$ cat src/shared/flash_seq_pkg.sv
// How it works
// - Index increment past last buffer byte wraps, page bits untouched
// - Buffer bytes load in any order at any rewritten address
// - Target page is high address plus low address bits 7:4
// - Only flagged buffer bytes are programmed; others untouched
// - Command 68H starts the cycle and holds the CPU idle
// - Status of the finished cycle is readable after idle ends
// - Interrupt during the cycle aborts it and sets bit 0
// - Cycle lasts a fixed 4 ms regardless of flagged bytes
// - Command 00H clears all buffer bytes and update flags
// - Buffer load index comes from low address bits, not page bits
// - Each data port write outside element mode advances the low address register
// - Status reads back; any command write clears all status bits
// - Signature bytes refuse programming; security erase needs permission
// - In element mode the low address alone picks the element
// - Buffer holds 16 bytes, each with its own update flag
// - Data write stores the byte and sets its update flag
// - Command 6CH selects element mode; write programs, read returns
package flash_seq_pkg;

  // Register addresses on the special function register bus
  localparam logic [7:0] ADDR_CMD_STATUS = 8'he4;
  localparam logic [7:0] ADDR_DATA_PORT  = 8'he5;
  localparam logic [7:0] ADDR_ADDR_LOW   = 8'he6;
  localparam logic [7:0] ADDR_ADDR_HIGH  = 8'he7;

  // Commands
  localparam logic [7:0] CMD_LOAD       = 8'h00;
  localparam logic [7:0] CMD_ERASE_PROG = 8'h68;
  localparam logic [7:0] CMD_ELEMENT    = 8'h6c;

  // Status field
  localparam int         STATUS_W     = 4;
  localparam logic [3:0] STATUS_RESET = 4'h0;
  localparam int         BIT_OI       = 0;
  localparam int         BIT_SV       = 1;
  localparam int         BIT_HVE      = 2;
  localparam int         BIT_HVA      = 3;

  // Element address classes
  localparam logic [7:0] SEC_FIRST = 8'h08;
  localparam logic [7:0] SEC_LAST  = 8'h0b;
  localparam logic [7:0] SIG_FIRST = 8'h10;
  localparam logic [7:0] SIG_LAST  = 8'h12;

  // Page buffer
  localparam int BUF_DEPTH = 16;
  localparam int IDX_W     = 4;

  // Timing
  localparam int CLK_PERIOD_NS   = 100;
  localparam int PROG_TIME_MS    = 4;
  localparam int PROG_CYCLES_DEF = (PROG_TIME_MS * 1000000) / CLK_PERIOD_NS;
  localparam int TIMER_W         = 16;

  typedef enum logic [1:0] {
    ST_IDLE = 2'b00,
    ST_PAGE = 2'b01,
    ST_ELEM = 2'b10
  } state_t;

endpackage

$ cat src/rtl/flash_page_erase_program.sv
`timescale 1ns/1ps
module flash_page_erase_program
  import flash_seq_pkg::*;
#(
  parameter int unsigned PROG_CYCLES = PROG_CYCLES_DEF
) (
  // Clock and reset
  input  wire logic        core_clk,
  input  wire logic        rst,
  input  wire logic        sysReset,
  // Special function register bus
  input  wire logic [7:0]  sfrAddr,
  input  wire logic        sfrWrEn,
  input  wire logic        sfrRdEn,
  input  wire logic [7:0]  sfrWrData,
  output logic      [7:0]  sfrRdData,
  // CPU
  input  wire logic        irq,
  output logic             cpuIdle,
  // High-voltage generator and security
  input  wire logic        hvAbortPin,
  input  wire logic        hvErrorPin,
  input  wire logic        secEraseOk,
  // Flash array
  output logic             arrayWr,
  output logic             arrayElem,
  output logic      [15:0] arrayAddr,
  output logic      [7:0]  arrayWdata,
  output logic      [7:0]  elemRdAddr,
  input  wire logic [7:0]  elemRdData
);

  function automatic logic hit(input logic en, input logic [7:0] a, input logic [7:0] off);
    hit = en && (a == off);
  endfunction

  function automatic logic inRange(input logic [7:0] a, input logic [7:0] lo, input logic [7:0] hi);
    inRange = (a >= lo) && (a <= hi);
  endfunction

  state_t                state_r, state_nxt;
  logic [TIMER_W-1:0]    timer_r, timer_nxt;
  logic [STATUS_W-1:0]   status_r, status_nxt;
  logic                  elemMode_r, elemMode_nxt;
  logic [7:0]            addrLow_r, addrLow_nxt;
  logic [7:0]            addrHigh_r, addrHigh_nxt;
  logic [7:0]            elemData_r, elemData_nxt;
  logic [7:0]            rdData_r, rdData_nxt;
  logic                  arrayWr_r, arrayWr_nxt;
  logic                  arrayElem_r, arrayElem_nxt;
  logic [15:0]           arrayAddr_r, arrayAddr_nxt;
  logic [7:0]            arrayWdata_r, arrayWdata_nxt;
  logic [1:0]            hvSync1_r, hvSync2_r;
  logic                  busy, idle, wrCmd, wrData, wrAdrL, wrAdrH, bufWr, bufClr;
  logic                  abortIrq, abortHv, rejectElem;
  logic [7:0]            bufRdData;
  logic                  bufRdFlag, anyFlag;

  ////////////////////////////////////////////////////////////////////////
  // Pin synchronisers for the analog flags
  always_ff @(posedge core_clk or posedge rst) begin
    if (rst) begin
      hvSync1_r <= 2'h0;
      hvSync2_r <= 2'h0;
    end else begin
      hvSync1_r <= {hvAbortPin, hvErrorPin};
      hvSync2_r <= hvSync1_r;
    end
  end

  ////////////////////////////////////////////////////////////////////////
  // Bus decode; writes are ignored while the CPU is held idle
  assign busy     = (state_r != ST_IDLE);
  assign idle     = !busy;
  assign wrCmd    = hit(sfrWrEn && idle, sfrAddr, ADDR_CMD_STATUS);
  assign wrData   = hit(sfrWrEn && idle, sfrAddr, ADDR_DATA_PORT);
  assign wrAdrL   = hit(sfrWrEn && idle, sfrAddr, ADDR_ADDR_LOW);
  assign wrAdrH   = hit(sfrWrEn && idle, sfrAddr, ADDR_ADDR_HIGH);
  assign bufWr    = wrData && !elemMode_r && !sysReset;
  assign bufClr   = (wrCmd && (sfrWrData == CMD_LOAD)) || sysReset;
  assign abortIrq = busy && irq;
  assign abortHv  = busy && (|hvSync2_r);
  // Signatures are never written; security bytes only with permission
  assign rejectElem = inRange(addrLow_r, SIG_FIRST, SIG_LAST) ||
                      (inRange(addrLow_r, SEC_FIRST, SEC_LAST) && !secEraseOk);

  page_buffer #(
    .DEPTH  (BUF_DEPTH),
    .IDX_W  (IDX_W),
    .DATA_W (8)
  ) u_buf (
    .core_clk (core_clk),
    .rst      (rst),
    .clr      (bufClr),
    .wrEn     (bufWr),
    .wrIdx    (addrLow_r[IDX_W-1:0]),
    .wrData   (sfrWrData),
    .rdIdx    (timer_r[IDX_W-1:0]),
    .rdData   (bufRdData),
    .rdFlag   (bufRdFlag),
    .anyFlag  (anyFlag)
  );

  ////////////////////////////////////////////////////////////////////////
  // Sequencer
  always_comb begin
    state_nxt      = state_r;
    timer_nxt      = timer_r;
    status_nxt     = wrCmd ? STATUS_RESET : status_r;
    elemMode_nxt   = elemMode_r;
    addrLow_nxt    = addrLow_r;
    addrHigh_nxt   = addrHigh_r;
    elemData_nxt   = elemData_r;
    arrayWr_nxt    = 1'b0;
    arrayElem_nxt  = arrayElem_r;
    arrayAddr_nxt  = arrayAddr_r;
    arrayWdata_nxt = arrayWdata_r;
    case (state_r)
      ST_IDLE: begin
        if (wrCmd) begin
          case (sfrWrData)
            CMD_LOAD: elemMode_nxt = 1'b0;
            CMD_ERASE_PROG: begin
              elemMode_nxt = 1'b0;
              state_nxt    = ST_PAGE;
              timer_nxt    = TIMER_W'(PROG_CYCLES - 1);
            end
            CMD_ELEMENT: elemMode_nxt = 1'b1;
            default: ;
          endcase
        end
        if (wrAdrL) begin
          addrLow_nxt = sfrWrData;
        end
        if (wrAdrH) begin
          addrHigh_nxt = sfrWrData;
        end
        if (bufWr) begin
          // Index wraps inside the buffer; page bits stay put
          addrLow_nxt = {addrLow_r[7:IDX_W], addrLow_r[IDX_W-1:0] + 1'b1};
        end
        if (wrData && elemMode_r) begin
          if (rejectElem) begin
            status_nxt[BIT_SV] = 1'b1;
          end else begin
            state_nxt    = ST_ELEM;
            timer_nxt    = TIMER_W'(PROG_CYCLES - 1);
            elemData_nxt = sfrWrData;
          end
        end
      end
      ST_PAGE, ST_ELEM: begin
        if (abortIrq || abortHv) begin
          // Commits sit in the last BUF_DEPTH cycles, so an earlier abort leaves the array untouched
          state_nxt           = ST_IDLE;
          status_nxt[BIT_OI]  = abortIrq;
          status_nxt[BIT_HVA] = hvSync2_r[1];
          status_nxt[BIT_HVE] = hvSync2_r[0];
        end else begin
          timer_nxt = timer_r - 1'b1;
          if (timer_r == '0) begin
            state_nxt = ST_IDLE;
          end
          if ((state_r == ST_PAGE) && (timer_r < TIMER_W'(BUF_DEPTH)) && bufRdFlag) begin
            arrayWr_nxt    = 1'b1;
            arrayElem_nxt  = 1'b0;
            arrayAddr_nxt  = {addrHigh_r, addrLow_r[7:IDX_W], timer_r[IDX_W-1:0]};
            arrayWdata_nxt = bufRdData;
          end
          if ((state_r == ST_ELEM) && (timer_r == '0)) begin
            arrayWr_nxt    = 1'b1;
            arrayElem_nxt  = 1'b1;
            arrayAddr_nxt  = {8'h00, addrLow_r};
            arrayWdata_nxt = elemData_r;
          end
        end
      end
      default: state_nxt = ST_IDLE;
    endcase
    if (sysReset) begin
      state_nxt    = ST_IDLE;
      timer_nxt    = '0;
      elemMode_nxt = 1'b0;
      addrLow_nxt  = 8'h00;
      addrHigh_nxt = 8'h00;
      arrayWr_nxt  = 1'b0;
      status_nxt   = STATUS_RESET;
      status_nxt[BIT_OI] = busy;
    end
  end

  always_ff @(posedge core_clk or posedge rst) begin
    if (rst) begin
      state_r      <= ST_IDLE;
      timer_r      <= '0;
      status_r     <= STATUS_RESET;
      elemMode_r   <= 1'b0;
      addrLow_r    <= 8'h00;
      addrHigh_r   <= 8'h00;
      elemData_r   <= 8'h00;
      arrayWr_r    <= 1'b0;
      arrayElem_r  <= 1'b0;
      arrayAddr_r  <= 16'h0000;
      arrayWdata_r <= 8'h00;
    end else begin
      state_r      <= state_nxt;
      timer_r      <= timer_nxt;
      status_r     <= status_nxt;
      elemMode_r   <= elemMode_nxt;
      addrLow_r    <= addrLow_nxt;
      addrHigh_r   <= addrHigh_nxt;
      elemData_r   <= elemData_nxt;
      arrayWr_r    <= arrayWr_nxt;
      arrayElem_r  <= arrayElem_nxt;
      arrayAddr_r  <= arrayAddr_nxt;
      arrayWdata_r <= arrayWdata_nxt;
    end
  end

  ////////////////////////////////////////////////////////////////////////
  // Read path, one cycle after the read strobe
  always_comb begin
    rdData_nxt = 8'h00;
    if (sfrRdEn) begin
      case (sfrAddr)
        ADDR_CMD_STATUS: rdData_nxt = {{(8 - STATUS_W){1'b0}}, status_r};
        ADDR_DATA_PORT:  rdData_nxt = elemMode_r ? elemRdData : 8'h00;
        ADDR_ADDR_LOW:   rdData_nxt = addrLow_r;
        ADDR_ADDR_HIGH:  rdData_nxt = addrHigh_r;
        default:         rdData_nxt = 8'h00;
      endcase
    end
  end

  always_ff @(posedge core_clk or posedge rst) begin
    if (rst) begin
      rdData_r <= 8'h00;
    end else begin
      rdData_r <= rdData_nxt;
    end
  end

  assign sfrRdData  = rdData_r;
  assign cpuIdle    = busy;
  assign arrayWr    = arrayWr_r;
  assign arrayElem  = arrayElem_r;
  assign arrayAddr  = arrayAddr_r;
  assign arrayWdata = arrayWdata_r;
  assign elemRdAddr = addrLow_r;

  ////////////////////////////////////////////////////////////////////////
  // Checks
  logic [TIMER_W-1:0] busyCnt_r;
  always_ff @(posedge core_clk or posedge rst) begin
    if (rst) begin
      busyCnt_r <= '0;
    end else begin
      busyCnt_r <= busy ? busyCnt_r + 1'b1 : '0;
    end
  end
endmodule

$ cat src/rtl/page_buffer.sv
`timescale 1ns/1ps
module page_buffer #(
  parameter int DEPTH  = 16,
  parameter int IDX_W  = 4,
  parameter int DATA_W = 8
) (
  // Clock and reset
  input  wire logic              core_clk,
  input  wire logic              rst,
  // Load side
  input  wire logic              clr,
  input  wire logic              wrEn,
  input  wire logic [IDX_W-1:0]  wrIdx,
  input  wire logic [DATA_W-1:0] wrData,
  // Commit side
  input  wire logic [IDX_W-1:0]  rdIdx,
  output logic      [DATA_W-1:0] rdData,
  output logic                   rdFlag,
  output logic                   anyFlag
);

  logic [DATA_W-1:0] mem_r   [DEPTH];
  logic [DATA_W-1:0] mem_nxt [DEPTH];
  logic [DEPTH-1:0]  flag_r;
  logic [DEPTH-1:0]  flag_nxt;

  ////////////////////////////////////////////////////////////////////////
  // Clear has priority: a write in the same cycle is not kept
  always_comb begin
    mem_nxt  = mem_r;
    flag_nxt = flag_r;
    if (clr) begin
      for (int i = 0; i < DEPTH; i++) begin
        mem_nxt[i] = '0;
      end
      flag_nxt = '0;
    end else if (wrEn) begin
      mem_nxt[wrIdx]  = wrData;
      flag_nxt[wrIdx] = 1'b1;
    end
  end

  always_ff @(posedge core_clk or posedge rst) begin
    if (rst) begin
      for (int i = 0; i < DEPTH; i++) begin
        mem_r[i] <= '0;
      end
      flag_r <= '0;
    end else begin
      mem_r  <= mem_nxt;
      flag_r <= flag_nxt;
    end
  end

  assign rdData  = mem_r[rdIdx];
  assign rdFlag  = flag_r[rdIdx];
  assign anyFlag = |flag_r;

endmodule

$ cat config.mk
export PLATFORM = sky130hd
export DESIGN_NAME = flash_page_erase_program
export DESIGN_NICKNAME = d
export VERILOG_FILES = /design/src/shared/flash_seq_pkg.sv /design/src/rtl/flash_page_erase_program.sv /design/src/rtl/page_buffer.sv
export SDC_FILE = /design/constraint.sdc
export NUM_CORES = 1
export LEC_CHECK = 0
export BUFFER_PORTS_ARGS = -buffer_cell sky130_fd_sc_hd__buf_2
export CAP_MARGIN = 20
export CORE_AREA = 2 2 156 158
export CTS_BUF_LIST = sky130_fd_sc_hd__clkbuf_8
export DETAILED_ROUTE_END_ITERATION = 6
export DIE_AREA = 0 0 158 160
export PLACE_DENSITY = 0.67
export SYNTH_ARGS = -nofsm -noshare
export SYNTH_HDL_FRONTEND = slang
export SYNTH_HIERARCHICAL = 1
export SYNTH_SLANG_ARGS = --single-unit
$ cat constraint.sdc
create_clock -name core_clk -period 6.1 [get_ports core_clk]
set_input_delay 0.61 -clock core_clk [delete_from_list [all_inputs] [get_ports core_clk]]
set_output_delay 0.61 -clock core_clk [all_outputs]
set_load 0.02 [all_outputs]
==> flow_metrics.env, run 1 <==
export IMPL_min_path_type="primary input to asynchronous set/reset pin"
export IMPL_tightest_slew_ps=996.6
export IMPL_syn_nets=1230
export IMPL_reg2reg_from="state_r[0]"
export IMPL_clk_root_buffer_cell="clkbuf_8"
export IMPL_setup_tns_ps=0
export IMPL_remaining_drc_errors=0
export IMPL_gp_congestion=0.8389
export IMPL_die_area_mm2=0.02528
export IMPL_setup_viol=0
export IMPL_io_buffers=75
export IMPL_area_growth_pct=10.82
export IMPL_antenna_found_initial=0
export IMPL_cts_sinks=229
export IMPL_r2r_end="u_buf/mem_r[5]"
export IMPL_start_kind="flop"
export IMPL_fin_nets=1255
export IMPL_drt_initial_drc_count=908
export IMPL_place_hpwl_um=19280
export IMPL_routed_via_density=6.299
export IMPL_cts_tree="yes"
export IMPL_cp_required_ps=6500
export IMPL_ys_warn_count=6
export IMPL_grt_pass1_vias=9608
export IMPL_relSlewSlack_pct=33.26
export IMPL_die_x_um=158
export IMPL_rows=57
export IMPL_hold_slack_ps=166.5
export IMPL_syn_area_per_cell_um2=9.719
export IMPL_critPathArrivalTime_ps=3870
export IMPL_clkSlewWorstSetupHoldPaths_ps=70
export IMPL_syn_area_mm2=0.01157
export IMPL_n_fill_cell=2205
export IMPL_core_area_mm2=0.02382
export IMPL_fp_dieH_um=160
export IMPL_drv_cap=0
export IMPL_post_cts_buffers=0
export IMPL_critPathMaxFanout=20
export IMPL_reg2reg_depth=9
export IMPL_cp_common_cell="nand3_1"
export IMPL_skew_ps=25.54
export IMPL_routed_wl_um=33490
export IMPL_r2r_slack_ps=2630
export IMPL_cp_slowest_cell="or4_1"
export IMPL_crit_type="flop to flop"
export IMPL_fin_crit_ps=3469
export IMPL_grt_start_max_net_pins=85
export IMPL_power_leakage_nw=5.548
export IMPL_cp_cell_sequence="inv_1 > ha_1 > nand3_1 > or4_1 > nor2_1 > nand3_1 > buf_4 > o21ai_0 > a21oi_1"
export IMPL_drtAntennaViolNets=0
export IMPL_h_tree_depth=2
export IMPL_wire_per_inst_um=21.38
export IMPL_cts_buffer_depth=3
export IMPL_ff_latch_area_mm2=0.005733
export IMPL_fmax_ghz=0.2883
export IMPL_layout_drive_gt1_share_pct=17.39
export IMPL_ir_drop_mv=0.1561
export IMPL_vias=9864
export IMPL_cts_resized_gates=0
export IMPL_io_pins=76
export IMPL_cpPeakStageDelay_ps=570
export IMPL_ctsHoldBuffers=0
export IMPL_initial_core_util_pct=48.56
export IMPL_syn_inst=1190
export IMPL_clk_latency_ps=560
export IMPL_slew_viol_final=0
export IMPL_grt_overflow=0
export IMPL_rsz0062_at_grt="false"
export IMPL_fin_crit_sh_pct=56.87
export IMPL_cp_end_kind="flop"
export IMPL_n_antenna_cell=0
export IMPL_outcome="completed"
export IMPL_multiInputGateArea_mm2=0.005226
export IMPL_firstDrtPassIters=6
export IMPL_finalHoldViolations=0
export IMPL_grt_pass1_wl_um=52870
export IMPL_track_usage_pct=26.60
export IMPL_power_density_mw_per_mm2=237.4
export IMPL_cts_buffers=40
==> area by class of cell <==
cell class,instances,area share (%)
inverter,20,0.6345
multi-input combinational,823,40.78
tap,324,3.163
clock inverter,20,0.9274
sequential,229,44.73
clock buffer,49,5.262
timing repair buffer,101,4.510
==> state kept, by name, summed over array words and instances, names as in the netlist, 2 cells and up <==
register      flops
elemRdAddr        8
u_buf/mem_r     128
arrayAddr        16
u_buf/flag_r     16
hvSync2_r         2
addrHigh_r        8
arrayWdata        8
timer_r          16
status_r          4
hvSync1_r         2
sfrRdData         8
elemData_r        8
state_r           2
==> placed cells by master (no fill, tap or decap), drive strengths merged, types with 4 or more instances in the layout <==
| cell type | n |
|---|---|
| o21ai | 153 |
| nor2 | 69 |
| nor2b | 18 |
| dfrtp | 229 |
| mux2i | 17 |
| and3 | 6 |
| mux2 | 5 |
| and2 | 5 |
| nor3 | 14 |
| clkbuf | 49 |
| inv | 36 |
| buf | 101 |
| a31oi | 8 |
| a221o | 10 |
| nand2b | 4 |
| nor4 | 9 |
| nand4 | 7 |
| nand2 | 50 |
| mux4 | 36 |
| a21oi | 183 |
| a211oi | 7 |
| nand3b | 5 |
| ha | 7 |
| nand3 | 151 |
| a22oi | 21 |
==> routing by layer <==
| layer | share of wire, % | track usage (%) |
|---|---|---|
| met3 | 7.6 | 4.261 |
| met4 | 3.2 | 9.623 |
| met5 | 0 | 0 |
| met2 | 47 | 41.58 |
| met1 | 42 | 37.64 |
==> per-stage QoR <==
stage               area (µm²)  utilization (%)  cells  setup slack, ps  power (W)
finish                   12820            53.81   1566             2631   0.003043
global route             12820            53.81   1566             2376   0.003149
detailed placement       12020            50.48   1497             2556   0.001653
floorplan                11570                -   1190             1624   0.001614
global placement         12000            50.38   1495             2540   0.001653
CTS                      12820            53.81   1566             2694   0.003065
==> power by group <==
part	switching (W)	internal (W)
Combinational	0.0000860	0.0000163
Clock	0.000650	0.000769
Sequential	0.00000138	0.00152
==> worst max-delay path, delay by kind of cell (launching register included) <==
family	cells	cell delay, ps
adder cells (fa/ha/maj)	1	460
AND/OR/NAND/NOR	4	1640
buffers and inverters	2	520
flip-flops	1	410
AO/OA/AOI/OAI	2	280
==> worst max-delay path by stage <==
stage | slack (ps) | cells past startpoint | start | endpoint
2_1_floorplan | 1620 | 1 | rst | u_buf/flag_r[0]
3_3_place_gp | 2540 | 7 | sfrWrData[1] | u_buf/flag_r[13]
3_5_place_dp | 2560 | 7 | sfrWrData[1] | u_buf/mem_r[83]
4_1_cts | 2690 | 8 | state_r[0] | u_buf/mem_r[36]
5_1_grt | 2380 | 9 | state_r[0] | u_buf/mem_r[12]
6_report | 2630 | 9 | state_r[0] | u_buf/mem_r[5]
No activity file was read; power rests on OpenSTA's default activity.
==> run 2, diff against run 1 <==
Settings changed: PLACE_DENSITY 0.67 to 0.7.
Clock period 6.1 ns to 2.8 ns, I/O delays scaled along.
==> run 2 against run 1 <==
- clock power is 100% higher
- worst hold slack lost 42 ps
- register-to-register slack lost 2400 ps
- final cell count grew 2.4%
- count of clock-buffer cells in the layout shrank 3
- die area unchanged
- combinational power rose to 2.6 times the previous value
- routed wire length down 0.23%
- worst setup slack got worse by 2400 ps
- critical path type unchanged
- largest power group unchanged
==> flow_metrics.env, run 2 (synthesized netlist as in run 1, its figures left out) <==
export IMPL_cts_tree="yes"
export IMPL_grt_start_max_net_pins=86
export IMPL_grt_pass1_wl_um=54300
export IMPL_initial_core_util_pct=48.56
export IMPL_clk_root_buffer_cell="clkbuf_8"
export IMPL_grt_pass1_vias=9901
export IMPL_multiInputGateArea_mm2=0.005224
export IMPL_drtAntennaViolNets=0
export IMPL_h_tree_depth=2
export IMPL_remaining_drc_errors=0
export IMPL_finalInstanceArea_mm2=0.01320
export IMPL_slew_viol_final=0
export IMPL_drv_cap=0
export IMPL_die_x_um=158
export IMPL_cts_buffer_depth=3
export IMPL_final_cell_mix="227 x dfrtp_1, 183 x a21oi_1, 151 x nand3_1"
export IMPL_start_kind="flop"
export IMPL_fin_nets=1295
export IMPL_n_antenna_cell=0
export IMPL_min_path_type="primary input to flop"
export IMPL_cts_sinks=229
export IMPL_layout_drive_gt1_share_pct=18.69
export IMPL_skew_ps=42.35
export IMPL_fmax_ghz=0.3903
export IMPL_ir_drop_mv=0.2900
export IMPL_wire_per_inst_um=20.84
export IMPL_n_fill_cell=2129
export IMPL_io_pins=76
export IMPL_area_growth_pct=14.11
export IMPL_grt_overflow=0
export IMPL_io_buffers=75
export IMPL_hold_slack_ps=124.8
export IMPL_ff_latch_area_mm2=0.005733
export IMPL_clk_latency_ps=550
export IMPL_cp_required_ps=3180
export IMPL_critPathArrivalTime_ps=2940
export IMPL_finalHoldViolations=0
export IMPL_fin_crit_sh_pct=91.51
export IMPL_tightest_slew_ps=769.4
export IMPL_antenna_found_initial=0
export IMPL_cp_end_kind="flop"
export IMPL_fp_dieH_um=160
export IMPL_fin_crit_ps=2562
export IMPL_track_usage_pct=26.94
export IMPL_drt_initial_drc_count=1107
export IMPL_final_common_cell="dfrtp_1"
export IMPL_rsz0062_at_grt="false"
export IMPL_relSlewSlack_pct=48.27
export IMPL_crit_type="flop to flop"
export IMPL_largest_reg_flops=128
export IMPL_die_area_mm2=0.02528
export IMPL_firstDrtPassIters=5
export IMPL_cts_buffers=40
export IMPL_gp_congestion=0.8565
export IMPL_post_cts_buffers=0
export IMPL_rows=57
export IMPL_routed_via_density=6.273
export IMPL_setup_tns_ps=0
export IMPL_vias=10060
export IMPL_routed_wl_um=33410
export IMPL_place_hpwl_um=20010
export IMPL_critPathMaxFanout=32
export IMPL_clkSlewWorstSetupHoldPaths_ps=60
export IMPL_outcome="completed"
export IMPL_power_density_mw_per_mm2=486.7
export IMPL_setup_viol=0
export IMPL_power_leakage_nw=5.740
export IMPL_dpl_cell_area_mm2=0.01237
export IMPL_top_register="u_buf/mem_r"
export IMPL_core_area_mm2=0.02382
==> run 2: cell count changes in the layout (fill, tap and decap cells not counted), sizes merged <==
cell,change
clkinv,+2
clkbuf,-3
dlygate4sd3,+11
buf,+29
bufinv,-1
inv,-1
==> run 2: worst paths after layout <==
check                                  start               end  slack [ps]  cells after the start
worst max-delay path              state_r[0]  u_buf/mem_r[104]         240                      9
worst min-delay path                 sfrRdEn      sfrRdData[4]         120                      3
worst max register to register    state_r[0]  u_buf/mem_r[104]         240                      9
worst min register to register  hvSync1_r[0]      hvSync2_r[0]         350                      0
max in group asynchronous                rst   u_buf/mem_r[26]        1470                      4
min in group asynchronous                rst   u_buf/mem_r[73]         340                      3
==> run 2: worst max-delay path, stage by stage (launching register included) <==
cell	delay [ps]
dfrtp_1	400
inv_1	90
ha_1	170
nand3_1	100
or4_1	550
nor2_2	220
or3b_1	380
buf_4	260
o21ai_1	150
a21oi_1	80
==> run 2: per-stage QoR <==
| stage | std cells | power (W) | setup WS, ps | utilization, % |
|---|---|---|---|---|
| after floorplan | 1190 | 0.003517 | 311.4 | - |
| after global placement | 1526 | 0.003634 | 237.4 | 51.91 |
| after detailed placement | 1526 | 0.003632 | 209.7 | 51.91 |
| after CTS | 1603 | 0.006465 | 193.0 | 55.39 |
| after global routing | 1603 | 0.006653 | 48.53 | 55.41 |
| final | 1603 | 0.006423 | 237.7 | 55.41 |
==> run 2: final cells by class <==
cell class / instances / area share, %
Clock buffer: 46 / 4.797
Clock inverter: 20 / 0.6542
Inverter: 20 / 0.6067
Multi-Input combinational cell: 823 / 39.58
Sequential cell: 229 / 43.44
Tap cell: 324 / 3.072
Timing Repair Buffer: 141 / 7.850
==> run 2: metal layers <==
layer	part of all wire (%)	GRT usage, %	vias to the layer above
met5	0	0	-
met4	2.1	7.576	0
met3	9.1	4.315	67
met2	47	42.19	545
li1	-	-	4478
met1	42	39.08	4965
==> run 2: timing repair <==
item / CTS / global route
hold buffers: 11 / 0
gates resized for setup: 0 / 1
hold endpoints to repair: 114 / 0
endpoints found under the setup margin: 0 / 20
==> run 2: power by group <==
group / internal, W / switching [W]
registers: 0.00331 / 0.00000321
logic: 0.0000666 / 0.000203
clock network: 0.00149 / 0.00135
total: 0.00487 / 0.00155
